==> src/rtl/crs_pkg.sv <==
// constants and types for the reset, self-test and sleep oversampling control register
package crs_pkg;
  // ----------------------------------------------------------------
  // register map and field layout
  // ----------------------------------------------------------------
  localparam logic [7:0] CTRL_TWO_ADDR  = 8'h2b;
  localparam logic [7:0] CTRL_TWO_RESET = 8'h00;
  localparam int         SELF_TEST_BIT  = 7;
  localparam int         RST_BIT        = 6;
  localparam int         SPARE_BIT      = 5;
  localparam int         SMODS_HI       = 4;
  localparam int         SMODS_LO       = 3;
  localparam int         WAKE_HI        = 2;
  localparam int         AXIS_W         = 14;
  localparam int         AXIS_N         = 3;
  localparam int         CNT_W          = 24;

  // ----------------------------------------------------------------
  // timing
  // ----------------------------------------------------------------
  localparam longint     CLK_HZ         = 25000000;
  localparam longint     HOST_GUARD_US  = 1000;
  localparam longint     BOOT_CYCLES_DEF = (HOST_GUARD_US * CLK_HZ) / 1000000;
  // sleep wake rates in millihertz, period rounded down
  localparam longint     SLEEP_MHZ_0    = 50000;
  localparam longint     SLEEP_MHZ_1    = 12500;
  localparam longint     SLEEP_MHZ_2    = 6250;
  localparam longint     SLEEP_MHZ_3    = 1560;
  localparam longint     SLEEP_DIV_0    = (CLK_HZ * 1000) / SLEEP_MHZ_0;
  localparam longint     SLEEP_DIV_1    = (CLK_HZ * 1000) / SLEEP_MHZ_1;
  localparam longint     SLEEP_DIV_2    = (CLK_HZ * 1000) / SLEEP_MHZ_2;
  localparam longint     SLEEP_DIV_3    = (CLK_HZ * 1000) / SLEEP_MHZ_3;

  // ----------------------------------------------------------------
  // types
  // ----------------------------------------------------------------
  typedef enum logic [1:0] {
    OSR_NORMAL  = 2'h0,
    OSR_LNLP    = 2'h1,
    OSR_HIRES   = 2'h2,
    OSR_LOWPWR  = 2'h3
  } crs_osr_t;

  typedef enum logic [2:0] {
    SEQ_IDLE  = 3'h1,
    SEQ_DRAIN = 3'h2,
    SEQ_BOOT  = 3'h4
  } crs_seq_t;
endpackage : crs_pkg

==> src/rtl/crs_ctrl_two.sv <==
// second control register: self-test, software/pin reset sequencing, sleep oversampling
//
// Functional notes
// - bit 7 enables the accelerometer self-test function.
// - self-test shifts every axis output level by a fixed amount.
// - writing 1 to bit 6 starts a software reset.
// - reset request accepted in standby and in active mode.
// - boot returns all functional block registers to defaults.
// - from active, force standby first, reboot once standby reached or a reset pin pulse arrives.
// - from standby, reboot starts at once.
// - high pulse on reset pin starts the same reset sequence.
// - any reset also resets the serial interface logic.
// - software reset bit self-clears when boot finishes.
// - bits 4 to 3 pick the sleep oversampling mode.
// - encoding: 00 normal, 01 low-noise low-power, 10 high-res, 11 low-power.
// - standby/active bit is forced to standby after any reset.
// - sleep data rate sets the sleep auto-wake sample frequency.
`timescale 1ns/100ps
module crs_ctrl_two
  import crs_pkg::*;
#(
  parameter longint             BOOT_CYCLES = BOOT_CYCLES_DEF,
  parameter longint             SLEEP_DIV0  = SLEEP_DIV_0,
  parameter longint             SLEEP_DIV1  = SLEEP_DIV_1,
  parameter longint             SLEEP_DIV2  = SLEEP_DIV_2,
  parameter longint             SLEEP_DIV3  = SLEEP_DIV_3,
  parameter logic [AXIS_W-1:0]  SELF_TEST_SHIFT = 14'h0100
) (
  input  wire logic                           core_clk,
  input  wire logic                           rst_n,
  input  wire logic [7:0]                     reg_addr,
  input  wire logic                           reg_wr,
  input  wire logic                           reg_rd,
  input  wire logic [7:0]                     reg_wdata,
  output logic      [7:0]                     reg_rdata,
  input  wire logic                           rst_pin,
  input  wire logic                           active_mode,
  input  wire logic                           sleep_mode,
  input  wire logic [1:0]                     aslp_rate,
  input  wire logic [AXIS_N-1:0][AXIS_W-1:0]  axis_raw,
  output logic      [AXIS_N-1:0][AXIS_W-1:0]  axis_out,
  output logic                                self_test_enable,
  output crs_osr_t                            sleep_osr_mode,
  output logic      [WAKE_HI:0]               wake_ctrl,
  output logic                                force_standby,
  output logic                                block_reset,
  output logic                                serial_reset,
  output logic                                sleep_tick
);

  // ----------------------------------------------------------------
  // constants derived from parameters
  // ----------------------------------------------------------------
  localparam logic [CNT_W-1:0] BOOT_LAST = CNT_W'(BOOT_CYCLES - 1);
  localparam logic [CNT_W-1:0] DIV0_LAST = CNT_W'(SLEEP_DIV0 - 1);
  localparam logic [CNT_W-1:0] DIV1_LAST = CNT_W'(SLEEP_DIV1 - 1);
  localparam logic [CNT_W-1:0] DIV2_LAST = CNT_W'(SLEEP_DIV2 - 1);
  localparam logic [CNT_W-1:0] DIV3_LAST = CNT_W'(SLEEP_DIV3 - 1);

  // ----------------------------------------------------------------
  // state
  // ----------------------------------------------------------------
  logic [7:0]       control_two;
  logic [CNT_W-1:0] boot_cnt;
  logic [CNT_W-1:0] sleep_cnt;
  logic             pin_s1;
  logic             pin_s2;
  logic             pin_s3;
  crs_seq_t         state;
  crs_seq_t         next_state;

  function automatic logic [CNT_W-1:0] rate_last(input logic [1:0] rate);
    case (rate)
      2'h0:    rate_last = DIV0_LAST;
      2'h1:    rate_last = DIV1_LAST;
      2'h2:    rate_last = DIV2_LAST;
      default: rate_last = DIV3_LAST;
    endcase
  endfunction : rate_last

  // ----------------------------------------------------------------
  // decode
  // ----------------------------------------------------------------
  wire logic addr_hit = reg_addr == CTRL_TWO_ADDR;
  // writes during the sequence are dropped so a 0 cannot cancel a pending reset
  wire logic wr_hit   = reg_wr && addr_hit && state == SEQ_IDLE;
  wire logic sw_req   = wr_hit && reg_wdata[RST_BIT];
  wire logic hw_req   = pin_s2 && !pin_s3;
  wire logic boot_end = state == SEQ_BOOT && boot_cnt == BOOT_LAST;
  wire logic sleep_on = sleep_mode && state == SEQ_IDLE;
  wire logic [CNT_W-1:0] sleep_last = rate_last(aslp_rate);

  always_comb begin
    next_state = state;
    case (state)
      SEQ_IDLE: begin
        if (sw_req || hw_req) begin
          next_state = active_mode ? SEQ_DRAIN : SEQ_BOOT;
        end
      end
      SEQ_DRAIN: begin
        if (hw_req || !active_mode) begin
          next_state = SEQ_BOOT;
        end
      end
      SEQ_BOOT: begin
        if (hw_req) begin
          next_state = SEQ_BOOT;
        end else if (boot_end) begin
          next_state = SEQ_IDLE;
        end
      end
      default: next_state = SEQ_IDLE;
    endcase
  end

  // ----------------------------------------------------------------
  // reset pin synchroniser; edge detect reads stages 2 and 3 only
  // ----------------------------------------------------------------
  always_ff @(posedge core_clk) begin
    if (!rst_n) begin
      pin_s1 <= 1'b0;
      pin_s2 <= 1'b0;
      pin_s3 <= 1'b0;
    end else begin
      pin_s1 <= rst_pin;
      pin_s2 <= pin_s1;
      pin_s3 <= pin_s2;
    end
  end

  // ----------------------------------------------------------------
  // sequencer
  // ----------------------------------------------------------------
  always_ff @(posedge core_clk) begin
    if (!rst_n) begin
      state    <= SEQ_IDLE;
      boot_cnt <= '0;
    end else begin
      state    <= next_state;
      // a fresh pin pulse restarts the boot window
      if (state != SEQ_BOOT || hw_req) begin
        boot_cnt <= '0;
      end else begin
        boot_cnt <= boot_cnt + CNT_W'(1);
      end
    end
  end

  // ----------------------------------------------------------------
  // control register
  // ----------------------------------------------------------------
  always_ff @(posedge core_clk) begin
    if (!rst_n) begin
      control_two <= CTRL_TWO_RESET;
    end else if (boot_end && !hw_req) begin
      control_two <= CTRL_TWO_RESET;
    end else if (wr_hit) begin
      control_two <= reg_wdata;
    end
  end

  always_ff @(posedge core_clk) begin
    if (!rst_n) begin
      reg_rdata <= 8'h00;
    end else begin
      reg_rdata <= (reg_rd && addr_hit) ? control_two : 8'h00;
    end
  end

  assign self_test_enable = control_two[SELF_TEST_BIT];
  assign sleep_osr_mode   = crs_osr_t'(control_two[SMODS_HI:SMODS_LO]);
  assign wake_ctrl        = control_two[WAKE_HI:0];

  // ----------------------------------------------------------------
  // sequence outputs
  // ----------------------------------------------------------------
  always_ff @(posedge core_clk) begin
    if (!rst_n) begin
      force_standby <= 1'b1;
      block_reset   <= 1'b1;
      serial_reset  <= 1'b1;
    end else begin
      force_standby <= next_state != SEQ_IDLE;
      block_reset   <= next_state == SEQ_BOOT;
      serial_reset  <= next_state == SEQ_BOOT;
    end
  end

  // ----------------------------------------------------------------
  // self-test shift, one adder per axis
  // ----------------------------------------------------------------
  generate
    for (genvar ax = 0; ax < AXIS_N; ax++) begin : g_axis
      wire logic [AXIS_W-1:0] shift = control_two[SELF_TEST_BIT] ? SELF_TEST_SHIFT : '0;
      always_ff @(posedge core_clk) begin
        if (!rst_n) begin
          axis_out[ax] <= '0;
        end else begin
          axis_out[ax] <= axis_raw[ax] + shift;
        end
      end
    end
  endgenerate

  // ----------------------------------------------------------------
  // sleep auto-wake sample tick
  // ----------------------------------------------------------------
  always_ff @(posedge core_clk) begin
    if (!rst_n) begin
      sleep_cnt  <= '0;
      sleep_tick <= 1'b0;
    end else if (!sleep_on) begin
      sleep_cnt  <= '0;
      sleep_tick <= 1'b0;
    end else if (sleep_cnt >= sleep_last) begin
      sleep_cnt  <= '0;
      sleep_tick <= 1'b1;
    end else begin
      sleep_cnt  <= sleep_cnt + CNT_W'(1);
      sleep_tick <= 1'b0;
    end
  end

  // ----------------------------------------------------------------
  // assertions
  // ----------------------------------------------------------------
  a_selftest_write: assert property (@(posedge core_clk) disable iff (!rst_n)
    wr_hit |=> self_test_enable == $past(reg_wdata[SELF_TEST_BIT]))
    else $error("self-test enable does not follow write");

  a_axis_shift: assert property (@(posedge core_clk) disable iff (!rst_n)
    self_test_enable |=> axis_out[0] == AXIS_W'($past(axis_raw[0]) + SELF_TEST_SHIFT)
      && axis_out[1] == AXIS_W'($past(axis_raw[1]) + SELF_TEST_SHIFT)
      && axis_out[2] == AXIS_W'($past(axis_raw[2]) + SELF_TEST_SHIFT))
    else $error("axis output not shifted under self-test");

  a_rst_bit_pending: assert property (@(posedge core_clk) disable iff (!rst_n)
    control_two[RST_BIT] |-> state != SEQ_IDLE)
    else $error("reset bit set while sequencer idle");

  a_active_drain: assert property (@(posedge core_clk) disable iff (!rst_n)
    (sw_req && !hw_req && active_mode) |=> state == SEQ_DRAIN && force_standby && !block_reset)
    else $error("active reset did not drain to standby first");

  a_drain_wait: assert property (@(posedge core_clk) disable iff (!rst_n)
    (state == SEQ_DRAIN && active_mode && !hw_req) |=> state == SEQ_DRAIN)
    else $error("reboot began before standby reached");

  a_standby_boot: assert property (@(posedge core_clk) disable iff (!rst_n)
    (sw_req && !active_mode) |=> state == SEQ_BOOT ##1 block_reset)
    else $error("standby reset did not boot at once");

  a_pin_boot: assert property (@(posedge core_clk) disable iff (!rst_n)
    $rose(pin_s2) && state != SEQ_DRAIN && !active_mode |=> state == SEQ_BOOT)
    else $error("reset pin pulse ignored");

  a_serial_reset: assert property (@(posedge core_clk) disable iff (!rst_n)
    state == SEQ_BOOT |-> serial_reset && block_reset && force_standby)
    else $error("serial logic not held in reset during boot");

  a_rst_selfclear: assert property (@(posedge core_clk) disable iff (!rst_n)
    (boot_end && !hw_req) |=> control_two == CTRL_TWO_RESET && state == SEQ_IDLE && !serial_reset)
    else $error("reset bit not cleared at end of boot");

  a_zero_write_noop: assert property (@(posedge core_clk) disable iff (!rst_n)
    (wr_hit && !reg_wdata[RST_BIT] && !hw_req) |=> state == SEQ_IDLE && !control_two[RST_BIT])
    else $error("writing zero to reset bit had an effect");

  a_osr_write: assert property (@(posedge core_clk) disable iff (!rst_n)
    wr_hit |=> sleep_osr_mode == $past(reg_wdata[SMODS_HI:SMODS_LO]))
    else $error("sleep oversampling mode does not follow write");

  a_axis_plain: assert property (@(posedge core_clk) disable iff (!rst_n)
    !self_test_enable |=> axis_out[1] == $past(axis_raw[1]))
    else $error("axis output shifted with self-test off");

  a_boot_hold: assert property (@(posedge core_clk) disable iff (!rst_n)
    (state == SEQ_BOOT && !hw_req && boot_cnt != BOOT_LAST) |=> state == SEQ_BOOT && block_reset)
    else $error("boot window cut short");

  a_sleep_quiet: assert property (@(posedge core_clk) disable iff (!rst_n)
    !sleep_on |=> !sleep_tick)
    else $error("sleep tick outside idle sleep");

  a_read_back: assert property (@(posedge core_clk) disable iff (!rst_n)
    (reg_rd && addr_hit) |=> reg_rdata == $past(control_two))
    else $error("read data differs from register");

  a_spare_store: assert property (@(posedge core_clk) disable iff (!rst_n)
    wr_hit |=> control_two[SPARE_BIT] == $past(reg_wdata[SPARE_BIT]))
    else $error("spare bit does not store written value");

  a_standby_forced: assert property (@(posedge core_clk) disable iff (!rst_n)
    state != SEQ_IDLE |-> force_standby)
    else $error("standby not forced during reset sequence");

  a_drain_no_boot: assert property (@(posedge core_clk) disable iff (!rst_n)
    state == SEQ_DRAIN |-> !block_reset && !serial_reset)
    else $error("reboot outputs raised before standby");

endmodule : crs_ctrl_two

==> config.mk <==
export PLATFORM = sky130hd
export DESIGN_NAME = crs_ctrl_two
export DESIGN_NICKNAME = d
export VERILOG_FILES = /design/src/rtl/crs_pkg.sv /design/src/rtl/crs_ctrl_two.sv
export SDC_FILE = /design/constraint.sdc
export NUM_CORES = 1
export LEC_CHECK = 0
export BUFFER_PORTS_ARGS = -buffer_cell sky130_fd_sc_hd__buf_4
export CAP_MARGIN = 20
export CORE_MARGIN = 2
export CORE_UTILIZATION = 40
export CTS_BUF_LIST = sky130_fd_sc_hd__clkbuf_4 sky130_fd_sc_hd__clkbuf_8
export DETAILED_ROUTE_END_ITERATION = 6
export GPL_TIMING_DRIVEN = 1
export SYNTH_ARGS = -nofsm -noshare
export SYNTH_HDL_FRONTEND = slang
export SYNTH_SLANG_ARGS = --single-unit
==> constraint.sdc <==
create_clock -name core_clk -period 5.65 [get_ports core_clk]
set_clock_uncertainty 0.15 [all_clocks]
set_input_delay 0.2825 -clock core_clk [delete_from_list [all_inputs] [get_ports core_clk]]
set_output_delay 0.2825 -clock core_clk [all_outputs]
set_load 0.02 [all_outputs]
Yosys cells after proc, flatten, opt, wreduce, memory -nomap -nowiden --
Cells that the tools add are included.
Word-level totals: bits in registers 115, input bits 67, output and inout port bits 60, word-level logic and storage cells 61
Cells by class: $add $sub $neg 5, $lt $le $gt $ge 1, equality and inequality tests 10, mux-type cells 9, bitwise logic cells 2, reduce and logical (&&, ||, !) cells 20
Operators with widths (count):
- case mux 24 bit (3 select lines) | 1
- adder 24 x 1 -> 24 bit, second input constant | 2
- adder 14 bit | 2
- equality test 24 x 15 -> 1 bit, second input constant | 1
- greater-or-equal comparator 24 bit | 1
- 2-to-1 mux 3 bit | 5
- adder 14 x 9 -> 14 bit | 1
- 2-to-1 mux 9 bit | 1
- case mux 3 bit (3 select lines) | 1
- equality test 8 x 6 -> 1 bit, second input constant | 1
- logical AND 1 bit | 8
- equality test 3 bit, second input constant | 2
- AND reduction 2 bit | 2
- OR reduction 2 bit | 2
- equality test 3 x 1 -> 1 bit, second input constant | 1
- equality test 3 x 2 -> 1 bit, second input constant | 1
- zero test 1 bit | 3
- logical OR 1 bit | 3
- inequality test 3 x 1 -> 1 bit, second input constant | 1
- inequality test 3 bit, second input constant | 1
- OR reduction 3 bit | 1
- equality test 2 x 1 -> 1 bit, second input constant | 1
- equality test 2 bit, second input constant | 1
- zero test 2 bit | 1
- 2 further kinds | 3

Logic depth before layout (Yosys ltp) --
Gate-level depths: netlist of the first run.
depth in word-level cells 8, depth in mapped cells 10, gate-level depth less buffers 9

Worst setup path after synthesis of the first run --
No wires, ideal clock.
path kind input to register, from input port aslp_rate[0], to register sleep_cnt[10], library setup time 0.132 ns, arrival 2.128 ns, data required time 5.368 ns, slack 3.240 ns, cell stages on the path 9, path buffers 1, path through ha_1 -> o21bai_1 -> ha_1 -> nand2_1 -> nor4_1 -> nand2_1 -> o211ai_1 -> clkbuf_1 -> nor3_1
On the way: cells in the longest elaborated chain, start to end 4, elaborated cells on any way between the ends 6, those cells by class order compare: 1; eq/ne: 2; mux: 1; reduce/logical: 2
Ends and longest elaborated chain:
- start: declaration | line crs_ctrl_two.sv:39 | input wire logic [1:0] aslp_rate,
- equality test 2 bit, or another cell as far along | line crs_ctrl_two.sv:73 | case (rate)
- case mux 24 bit (3 select lines) * | line crs_ctrl_two.sv:73
- greater-or-equal comparator 24 bit * | line crs_ctrl_two.sv:216 | end else if (sleep_cnt >= sleep_last) begin
- OR reduction 3 bit (no line) *
- end signal: assignment | line crs_ctrl_two.sv:220 | sleep_cnt <= sleep_cnt + CNT_W'(1);
- end: declaration | line crs_ctrl_two.sv:65 | logic [CNT_W-1:0] sleep_cnt;
Every way passes the cells marked *; elsewhere a longest branch is shown, timed or not. A chain may end at the register's enable or synchronous reset.

Worst setup path after layout of the first run --
from register state[0], to register sleep_cnt[12]
On the way: cells in the longest elaborated chain, start to end 4
Ends and longest elaborated chain:
- start: declaration | line crs_ctrl_two.sv:69 | crs_seq_t state;
- start signal: assignment | line crs_ctrl_two.sv:140 | state <= next_state;
- equality test 3 x 1 -> 1 bit | line crs_ctrl_two.sv:90 | wire logic sleep_on = sleep_mode && state == SEQ_IDLE;
- logical AND 1 bit | line crs_ctrl_two.sv:90
- inverter 1 bit (no line)
- OR reduction 3 bit (no line)
No other way between the ends.

==> flow_metrics.env, run 1 <==
export IMPL_drt_first_pass_iters=4
export IMPL_timing_rr_start="state[0]"
export IMPL_post_cts_buffers=0
export IMPL_hold_path_class="in2reg"
export IMPL_synth_edf_count=0
export IMPL_total_power_uw=1830
export IMPL_tightest_slew_ns=1.06
export IMPL_critPathLaunch="state[0]"
export IMPL_dieWidth_microns=115
export IMPL_r2r_end="sleep_cnt[12]"
export IMPL_yosysUniqueCellTypes=40
export IMPL_via_per_inst=4.79
export IMPL_portBuffers=126
export IMPL_cp_depth=3
export IMPL_fmax_mhz=437
export IMPL_vias=3987
export IMPL_wire_per_inst_microns=13.6
export IMPL_grt_pass1_wl_mm=18.2
export IMPL_vdd_drop_max_mv=0.210
export IMPL_synth_area_top_cells="dfxtp_1, ha_1, and2_1, xor2_1, xnor2_1"
export IMPL_finalHoldViolations=0
export IMPL_cp_required_ns=5.81
export IMPL_clock_root_buffer="clkbuf_8"
export IMPL_fillCellCount=1065
export IMPL_leakage_uw=0.00292
export IMPL_cp_num_buf_inv=0
export IMPL_slowest_stage="nand3_1"
export IMPL_numCtsBuffers=17
export IMPL_rsz0062_at_grt="no"
export IMPL_synth_seq_area_share_pct=46.7
export IMPL_clk_pin_slew_ns=0.06
export IMPL_crit_chain="nor3b_1 -> nand3_1 -> nor3_1"
export IMPL_synth_top_cell_by_area="dfxtp_1"
export IMPL_wl_mm=11.3
export IMPL_synth_cells=513
export IMPL_cap_violations=0
export IMPL_hpwl_mm=7.97
export IMPL_drive_above_1_share_pct=23.3
export IMPL_antenna_left=0
export IMPL_critPathTopFamily="simple AND/OR/NAND/NOR gates"
export IMPL_synth_warnings=0
export IMPL_status="completed"
export IMPL_max_stage_delay_ns=0.75
export IMPL_area_growth_pct=37.0
export IMPL_clock_sinks=115
export IMPL_cts_max_path_buffers=2
export IMPL_synth_async_reset_ratio_pct=0
export IMPL_ys_ff_latch=115
export IMPL_slew_headroom_pct=29.1
export IMPL_synth_common_cells="dfxtp_1, and2_1, nor2_1"
export IMPL_die_area_sq_um=13200
export IMPL_period_minus_slack_ns=2.29
export IMPL_clk_latency_ns=0.41
export IMPL_synth_area_sq_um=4930
export IMPL_start_util_pct=41.0
export IMPL_die_h_microns=115
export IMPL_cp_end_kind="flop"
export IMPL_rr_worst_depth=3
export IMPL_synth_main_ff_cell="dfxtp_1"
export IMPL_syn_num_nets=612
export IMPL_antenna_cells=0
export IMPL_overflow=0
export IMPL_p_per_area_nw_per_um2=272
export IMPL_syn_avg_cell_area_sq_um=9.61
export IMPL_final_period_utilization_pct=40.5
export IMPL_routabilityCongestion=0.782
export IMPL_fin_util_pct=56.2
export IMPL_cp_start_kind="flop"
export IMPL_setup_tns_ns=0
export IMPL_cp_max_fo=25
export IMPL_post_synth_top_count_cell="dfxtp_1"
export IMPL_fin_nets=773
export IMPL_synth_top_cell_area_share_pct=46.7
export IMPL_post_route_drc_count=0
export IMPL_core_sq_um=12000
export IMPL_io_pins=127
export IMPL_drv_slew=0
export IMPL_row_count=40
export IMPL_cp_endpoint="sleep_cnt[12]"
export IMPL_setup_viol=0
export IMPL_h_tree_depth=4
export IMPL_antenna_found_initial=0
export IMPL_grt_total_usage_pct=17.3
export IMPL_path_class="reg2reg"
export IMPL_worst_endpoint_arrival_ns=2.45
export IMPL_grt_pass1_vias=3949
export IMPL_drt_iter0_drc=171
export IMPL_grt_max_degree=55
export IMPL_cts_tree="done"
export IMPL_rrSetupSlack_ns=3.36
export IMPL_whs_ns=0.0430
## flip-flops by register name, indices dropped and copies added, names as in the netlist
register and flops:
pin_s3 1, sleep_cnt 24, state 3, pin_s1 1, pin_s2 1, reg_rdata 8, force_standby 1, axis_out 42
boot_cnt 24, control_two 8, serial_reset 1, sleep_tick 1
## stage by stage
step                      cell area (sq um)  instances  setup WS [ns]
after floorplan                        4930        513           3.24
after global placement                 5950        765           3.12
after detailed placement               5950        765           3.01
after CTS                              6750        832           3.29
after global routing                   6750        833           3.04
final                                  6750        833           3.36
## tightest hold or removal path, delay by kind of cell
| family | cells | cell delay (ns) |
|---|---|---|
| and+or+nand+nor | 1 | 0.11 |
| buffers and inverters | 1 | 0.09 |
| xor gates and xnor gates | 1 | 0.10 |
## power breakdown
part           internal (uW)  switching [uW]  leakage (uW)
clock network            509             321      0.000222
logic                   90.9            74.4       0.00176
registers                831            8.05      0.000940
total                   1430             404       0.00292
## routing by layer
layer,vias up,track usage [%],wire [microns]
li1,2077,-,-
met5,-,0,0
met2,84,28.8,5590
met1,1805,21.2,5040
met4,0,5.62,216
met3,21,5.48,474
## kinds of logic after synthesis
family / Yosys count / share of synthesized area (%)
and+or+nand+nor: 235 / 26.4
DFF: 115 / 46.7
xor gates and xnor gates: 57 / 10.1
buffers and inverters: 36 / 3.35
adders and majority gates: 32 / 8.12
AOI/OAI and AO/OA: 31 / 3.88
muxes: 7 / 1.42
## layout by cell type (no fill, tap or decap), types with 14 or more instances in the layout
master,n
nor2_1,45
dlygate4sd3_1,36
nand2_1,22
buf_4,127
inv_1,14
nor3_1,25
xnor2_1,22
clkbuf_8,19
dfxtp_1,115
and2_1,54
xor2_1,35
nand3_1,23
nand4_1,17
ha_1,32
## worst min-delay path by stage
| stage | endpoint | slack, ns | start | depth (start not counted) |
|---|---|---|---|---|
| floorplan | axis_out[0] | 0.26 | axis_raw[0] | 1 |
| global placement | pin_s2 | 0.28 | pin_s1 | 1 |
| detailed placement | pin_s2 | 0.28 | pin_s1 | 1 |
| CTS | axis_out[26] | 0.03 | axis_raw[26] | 3 |
| global route | axis_out[8] | 0.04 | axis_raw[8] | 3 |
| finish | axis_out[26] | 0.04 | axis_raw[26] | 3 |
## cell type report
| class | instances | area [sq um] | share of cell area (%) |
|---|---|---|---|
| Clock buffer | 21 | 277 | 4.09 |
| Inverter | 14 | 52.6 | 0.778 |
| Timing Repair Buffer | 164 | 1320 | 19.6 |
| Tap cell | 147 | 184 | 2.72 |
| Clock inverter | 10 | 156 | 2.32 |
| Sequential cell | 115 | 2300 | 34.1 |
| Multi-Input combinational cell | 362 | 2460 | 36.4 |
## timing repair
action	CTS	global route
hold buffers	36	0
endpoints found under the hold margin	36	0
resized for setup	0	0
Power figures use the tool's default switching activity.
==> run 2, diff against run 1 <==
==> constraint.sdc (replaced) <==
create_clock -name core_clk -period 2.2 [get_ports core_clk]
set_clock_uncertainty 0.15 [all_clocks]
set_input_delay 0.11 -clock core_clk [delete_from_list [all_inputs] [get_ports core_clk]]
set_output_delay 0.11 -clock core_clk [all_outputs]
set_load 0.02 [all_outputs]
==> flow_metrics.env, run 2 (synthesis gave the netlist of run 1 again) <==
export IMPL_status="completed"
export IMPL_cp_end_kind="flop"
export IMPL_critPathTopFamily="compound AO/OA/AOI/OAI gates"
export IMPL_largest_register_ffs=42
export IMPL_drt_iter0_drc=193
export IMPL_swShare_pct=22.9
export IMPL_portBuffers=126
export IMPL_numCtsBuffers=17
export IMPL_hold_path_class="in2reg"
export IMPL_h_tree_depth=4
export IMPL_die_h_microns=115
export IMPL_grt_max_degree=55
export IMPL_path_class="reg2reg"
export IMPL_fin_nets=835
export IMPL_clock_sinks=115
export IMPL_hpwl_mm=8.09
export IMPL_slew_headroom_pct=71.7
export IMPL_slowest_stage="dfxtp_2"
export IMPL_power_frac_seq_pct=47.5
export IMPL_leakage_uw=0.00321
export IMPL_p_int_uw=3490
export IMPL_post_route_drc_count=0
export IMPL_row_count=40
export IMPL_antenna_found_initial=0
export IMPL_top_register="axis_out"
export IMPL_cp_num_buf_inv=2
export IMPL_antenna_left=0
export IMPL_tightest_slew_ns=0.425
export IMPL_period_minus_slack_ns=2.08
export IMPL_core_sq_um=12000
export IMPL_io_pins=127
export IMPL_crit_chain="ha_1 -> a21oi_1 -> o211ai_1 -> a221oi_1 -> o211ai_1 -> buf_4 -> buf_4 -> nor3_2"
export IMPL_layout_cells_most_common_list="buf_4, dfxtp_1, dlygate4sd3_1, and2_1, nor2_1"
export IMPL_overflow=0
export IMPL_cp_start_kind="flop"
export IMPL_power_frac_clock_pct=41.0
export IMPL_p_per_area_nw_per_um2=614
export IMPL_cp_max_fo=5
export IMPL_fmax_mhz=481
export IMPL_dpl_instance_area_sq_um=6040
export IMPL_drive_above_1_share_pct=25.3
export IMPL_rrSetupSlack_ns=0.12
export IMPL_die_area_sq_um=13200
export IMPL_drt_first_pass_iters=4
export IMPL_final_period_utilization_pct=94.4
export IMPL_dieWidth_microns=115
export IMPL_clk_pin_slew_ns=0.06
export IMPL_clk_latency_ns=0.43
export IMPL_max_stage_delay_ns=0.35
export IMPL_grt_pass1_vias=4335
export IMPL_area_growth_pct=49.7
export IMPL_start_util_pct=41.0
export IMPL_clock_root_buffer="clkbuf_8"
export IMPL_vias=4351
export IMPL_cts_tree="done"
export IMPL_grt_total_usage_pct=19.5
export IMPL_rsz0062_at_grt="no"
export IMPL_power_switching_uw=1040
export IMPL_drv_slew=0
export IMPL_p_comb_share_pct=11.4
export IMPL_whs_ns=0.0649
export IMPL_vdd_drop_max_mv=0.450
export IMPL_wl_mm=12.7
export IMPL_setup_viol=0
export IMPL_cts_max_path_buffers=2
export IMPL_worst_endpoint_arrival_ns=2.28
export IMPL_mostFrequentLayoutCell="buf_4"
export IMPL_cap_violations=0
export IMPL_wire_per_inst_microns=14.1
export IMPL_grt_pass1_wl_mm=20.1
export IMPL_finalHoldViolations=0
export IMPL_cp_required_ns=2.40
export IMPL_via_per_inst=4.85
export IMPL_reg_largest_list="axis_out x42, boot_cnt x24, sleep_cnt x24"
export IMPL_fillCellCount=1020
export IMPL_routabilityCongestion=0.824
export IMPL_final_area_sq_um=7380
[run 2: changes by cell type in the layout (fill, tap and decap cells not counted), sizes merged]
| cell | delta |
|---|---|
| diode | +2 |
| dlygate4sd3 | +48 |
| clkinv | -1 |
| clkbuf | +4 |
| buf | +15 |
| clkinvlp | -1 |
| bufinv | -3 |
[run 2: worst paths after layout]
path,start,to,depth (start not counted)
setup / recovery,sleep_cnt[17],sleep_cnt[4],8
hold / removal,sleep_mode,sleep_tick,4
setup reg to reg,sleep_cnt[17],sleep_cnt[4],8
hold reg to reg,pin_s1,pin_s2,1
[run 2: layout make-up]
class / instances / area (sq um) / area share (%)
inverters: 14 / 52.6 / 0.712
multi-input cells: 362 / 2540 / 34.4
well taps: 147 / 184 / 2.49
flip-flops and latches: 115 / 2310 / 31.3
clock buffers: 26 / 327 / 4.43
diodes: 2 / 5.00 / 0.0678
repair buffers: 226 / 1910 / 25.9
clock inverters: 5 / 50.0 / 0.678
[run 2: routing by layer]
| metal | wire length, microns | global-route usage, % |
|---|---|---|
| met1 | 5410 | 22.2 |
| met2 | 6370 | 32.8 |
| met4 | 354 | 9.56 |
| met5 | 0 | 0 |
| met3 | 549 | 6.59 |
[run 2: worst min-delay path, delay by kind of cell]
kind,cells,cell delay (ns)
buf+inv,2,0.29
simple gates,2,0.18
[run 2: power by group through the flow]
stage	sequential (uW)	clock (uW)	combinational [uW]
finish	2150	1860	518
global route	2160	2010	559
CTS	2150	1910	502
detailed placement	2200	0	381
global placement	2200	0	373
floorplan	2250	0	119
[run 2: stage by stage]
| stage | setup slack, ns | setup TNS (ns) | std cells | total power, uW | util, % |
|---|---|---|---|---|---|
| 6_report | 0.123 | 0 | 897 | 4530 | 61.4 |
| 5_1_grt | 0.000940 | 0 | 895 | 4730 | 61.4 |
| 4_1_cts | 0.0363 | 0 | 892 | 4570 | 60.4 |
| 3_5_place_dp | -0.206 | -4.21 | 777 | 2580 | 50.3 |
| 3_3_place_gp | -0.0736 | -1.21 | 777 | 2570 | 50.3 |
| 2_1_floorplan | -0.0378 | -0.723 | 513 | 2370 | - |
[run 2: what timing repair did]
item	CTS	global route
setup endpoints to repair	0	26
buffers inserted	0	1
hold endpoints to repair	57	0
hold buffers	84	0
resized for setup	0	22
==> run 3, diff against run 2 <==
==> constraint.sdc (replaced) <==
create_clock -name core_clk -period 2.45 [get_ports core_clk]
set_clock_uncertainty 0.15 [all_clocks]
set_input_delay 0.1225 -clock core_clk [delete_from_list [all_inputs] [get_ports core_clk]]
set_output_delay 0.1225 -clock core_clk [all_outputs]
set_load 0.02 [all_outputs]
==> flow_metrics.env, run 3 (synthesis gave the netlist of run 1 again) <==
export IMPL_cts_resized=0
export IMPL_cp_start_kind="flop"
export IMPL_grt_total_usage_pct=18.7
export IMPL_antenna_found_initial=0
export IMPL_multi_input_comb_area_sq_um=2460
export IMPL_tightest_slew_ns=0.587
export IMPL_wire_per_inst_microns=13.7
export IMPL_worst_endpoint_arrival_ns=2.40
export IMPL_cp_depth=7
export IMPL_slew_headroom_pct=60.7
export IMPL_fmax_mhz=461
export IMPL_clk_pin_slew_ns=0.07
export IMPL_drt_first_pass_iters=4
export IMPL_hold_path_class="in2reg"
export IMPL_vdd_drop_max_mv=0.391
export IMPL_crit_chain="ha_1 -> nand3_1 -> nand4b_1 -> o21ai_0 -> a21oi_1 -> nand2_1 -> dlygate4sd3_1"
export IMPL_layout_cells_most_common_list="buf_4, dfxtp_1, dlygate4sd3_1, and2_1, nor2_1"
export IMPL_period_minus_slack_ns=2.17
export IMPL_dieWidth_microns=115
export IMPL_die_area_sq_um=13200
export IMPL_antenna_cells=0
export IMPL_drive_above_1_share_pct=23.4
export IMPL_setup_viol=0
export IMPL_mostFrequentLayoutCell="buf_4"
export IMPL_vias=4166
export IMPL_clock_root_buffer="clkbuf_8"
export IMPL_die_h_microns=115
export IMPL_whs_ns=0.0664
export IMPL_status="completed"
export IMPL_start_util_pct=41.0
export IMPL_io_pins=127
export IMPL_clk_latency_ns=0.43
export IMPL_h_tree_depth=4
export IMPL_rr_worst_depth=7
export IMPL_p_per_area_nw_per_um2=593
export IMPL_cts_max_path_buffers=2
export IMPL_rsz0062_at_grt="no"
export IMPL_max_stage_delay_ns=0.54
export IMPL_met3_usage_pct=5.69
export IMPL_routabilityCongestion=0.850
export IMPL_top_register="axis_out"
export IMPL_reg_largest_list="axis_out x42, boot_cnt x24, sleep_cnt x24"
export IMPL_row_count=40
export IMPL_setup_tns_ns=0
export IMPL_area_growth_pct=42.6
export IMPL_critPathTopFamily="buffers and inverters"
export IMPL_cp_max_fo=4
export IMPL_cp_num_buf_inv=1
export IMPL_leakage_uw=0.00305
export IMPL_hold_depth=4
export IMPL_wl_mm=11.8
export IMPL_cp_required_ns=2.68
export IMPL_cp_end_kind="flop"
export IMPL_fillCellCount=1030
export IMPL_via_per_inst=4.82
export IMPL_drt_iter0_drc=210
export IMPL_core_sq_um=12000
export IMPL_path_class="reg2reg"
export IMPL_grt_max_degree=55
export IMPL_clock_sinks=115
export IMPL_register_area_sq_um=2300
export IMPL_antenna_left=0
export IMPL_cap_violations=0
export IMPL_busiest_layer="met2"
export IMPL_slowest_stage="dlygate4sd3_1"
export IMPL_hpwl_mm=8.03
export IMPL_use_met2_pct=31.5
export IMPL_grt_pass1_vias=4134
export IMPL_use_met1_pct=22.1
export IMPL_largest_register_ffs=42
export IMPL_post_route_drc_count=0
export IMPL_finalHoldViolations=0
export IMPL_fin_nets=804
export IMPL_portBuffers=126
export IMPL_cts_tree="done"
export IMPL_grt_pass1_wl_mm=19.5
export IMPL_overflow=0
export IMPL_final_period_utilization_pct=88.5
export IMPL_drv_slew=0
export IMPL_numCtsBuffers=17
[run 3: cell types whose count changed in the layout (fill, tap and decap cells not counted), sizes merged]
cell,change
dlygate4sd3,-24
clkinv,+3
bufinv,+2
clkbuf,-5
diode,-2
clkinvlp,+1
buf,-7
[run 3: layer usage]
metal / up-vias / wire length, microns
li1: 2136 / -
met1: 1915 / 5060
met2: 96 / 5990
met3: 19 / 535
met4: 0 / 233
met5: - / 0
[run 3: cell type report]
cell class                 instances  area share [%]
tap                              147            2.62
sequential                       115            32.8
multi-input combinational        362            35.0
inverter                          14           0.748
timing repair buffer             195            23.0
clock inverter                    11            1.89
clock buffer                      21            4.02
[run 3: per-stage QoR]
| stage | instance area, sq um | total power, uW | cells | utilization [%] | setup WS (ns) |
|---|---|---|---|---|---|
| 2_1_floorplan | 4930 | 2130 | 513 | - | 0.200 |
| 3_3_place_gp | 6010 | 2310 | 773 | 50.1 | 0.166 |
| 3_5_place_dp | 6010 | 2320 | 773 | 50.1 | -0.0566 |
| 4_1_cts | 7030 | 4220 | 865 | 58.5 | 0.251 |
| 5_1_grt | 7030 | 4340 | 865 | 58.5 | 0.0813 |
| 6_report | 7030 | 4170 | 865 | 58.5 | 0.281 |
[run 3: report_power, final]
group	internal, uW	total [uW]	switching, uW	leakage (uW)
sequential	1920	1930	18.2	0.000940
clock	1080	1810	730	0.000218
combinational	238	421	183	0.00189
[run 3: path summary, 6_finish.rpt]
check               from         end  slack (ns)
max          boot_cnt[0]    state[0]        0.28
min           sleep_mode  sleep_tick        0.07
max reg2reg  boot_cnt[0]    state[0]        0.28
min reg2reg       pin_s1      pin_s2        0.29
[run 3: repair_timing]
item / in CTS / in global routing
hold buffers: 60 / 0
buffers inserted: 0 / 0
hold endpoints to repair: 56 / 0
[run 3: worst reg2reg max path, cell delays in order, from the launching register on]
cell           delay, ns
dfxtp_1             0.36
ha_1                0.21
nand3_1             0.16
nand4b_1            0.25
o21ai_0             0.28
a21oi_1             0.08
nand2_1             0.09
dlygate4sd3_1       0.54
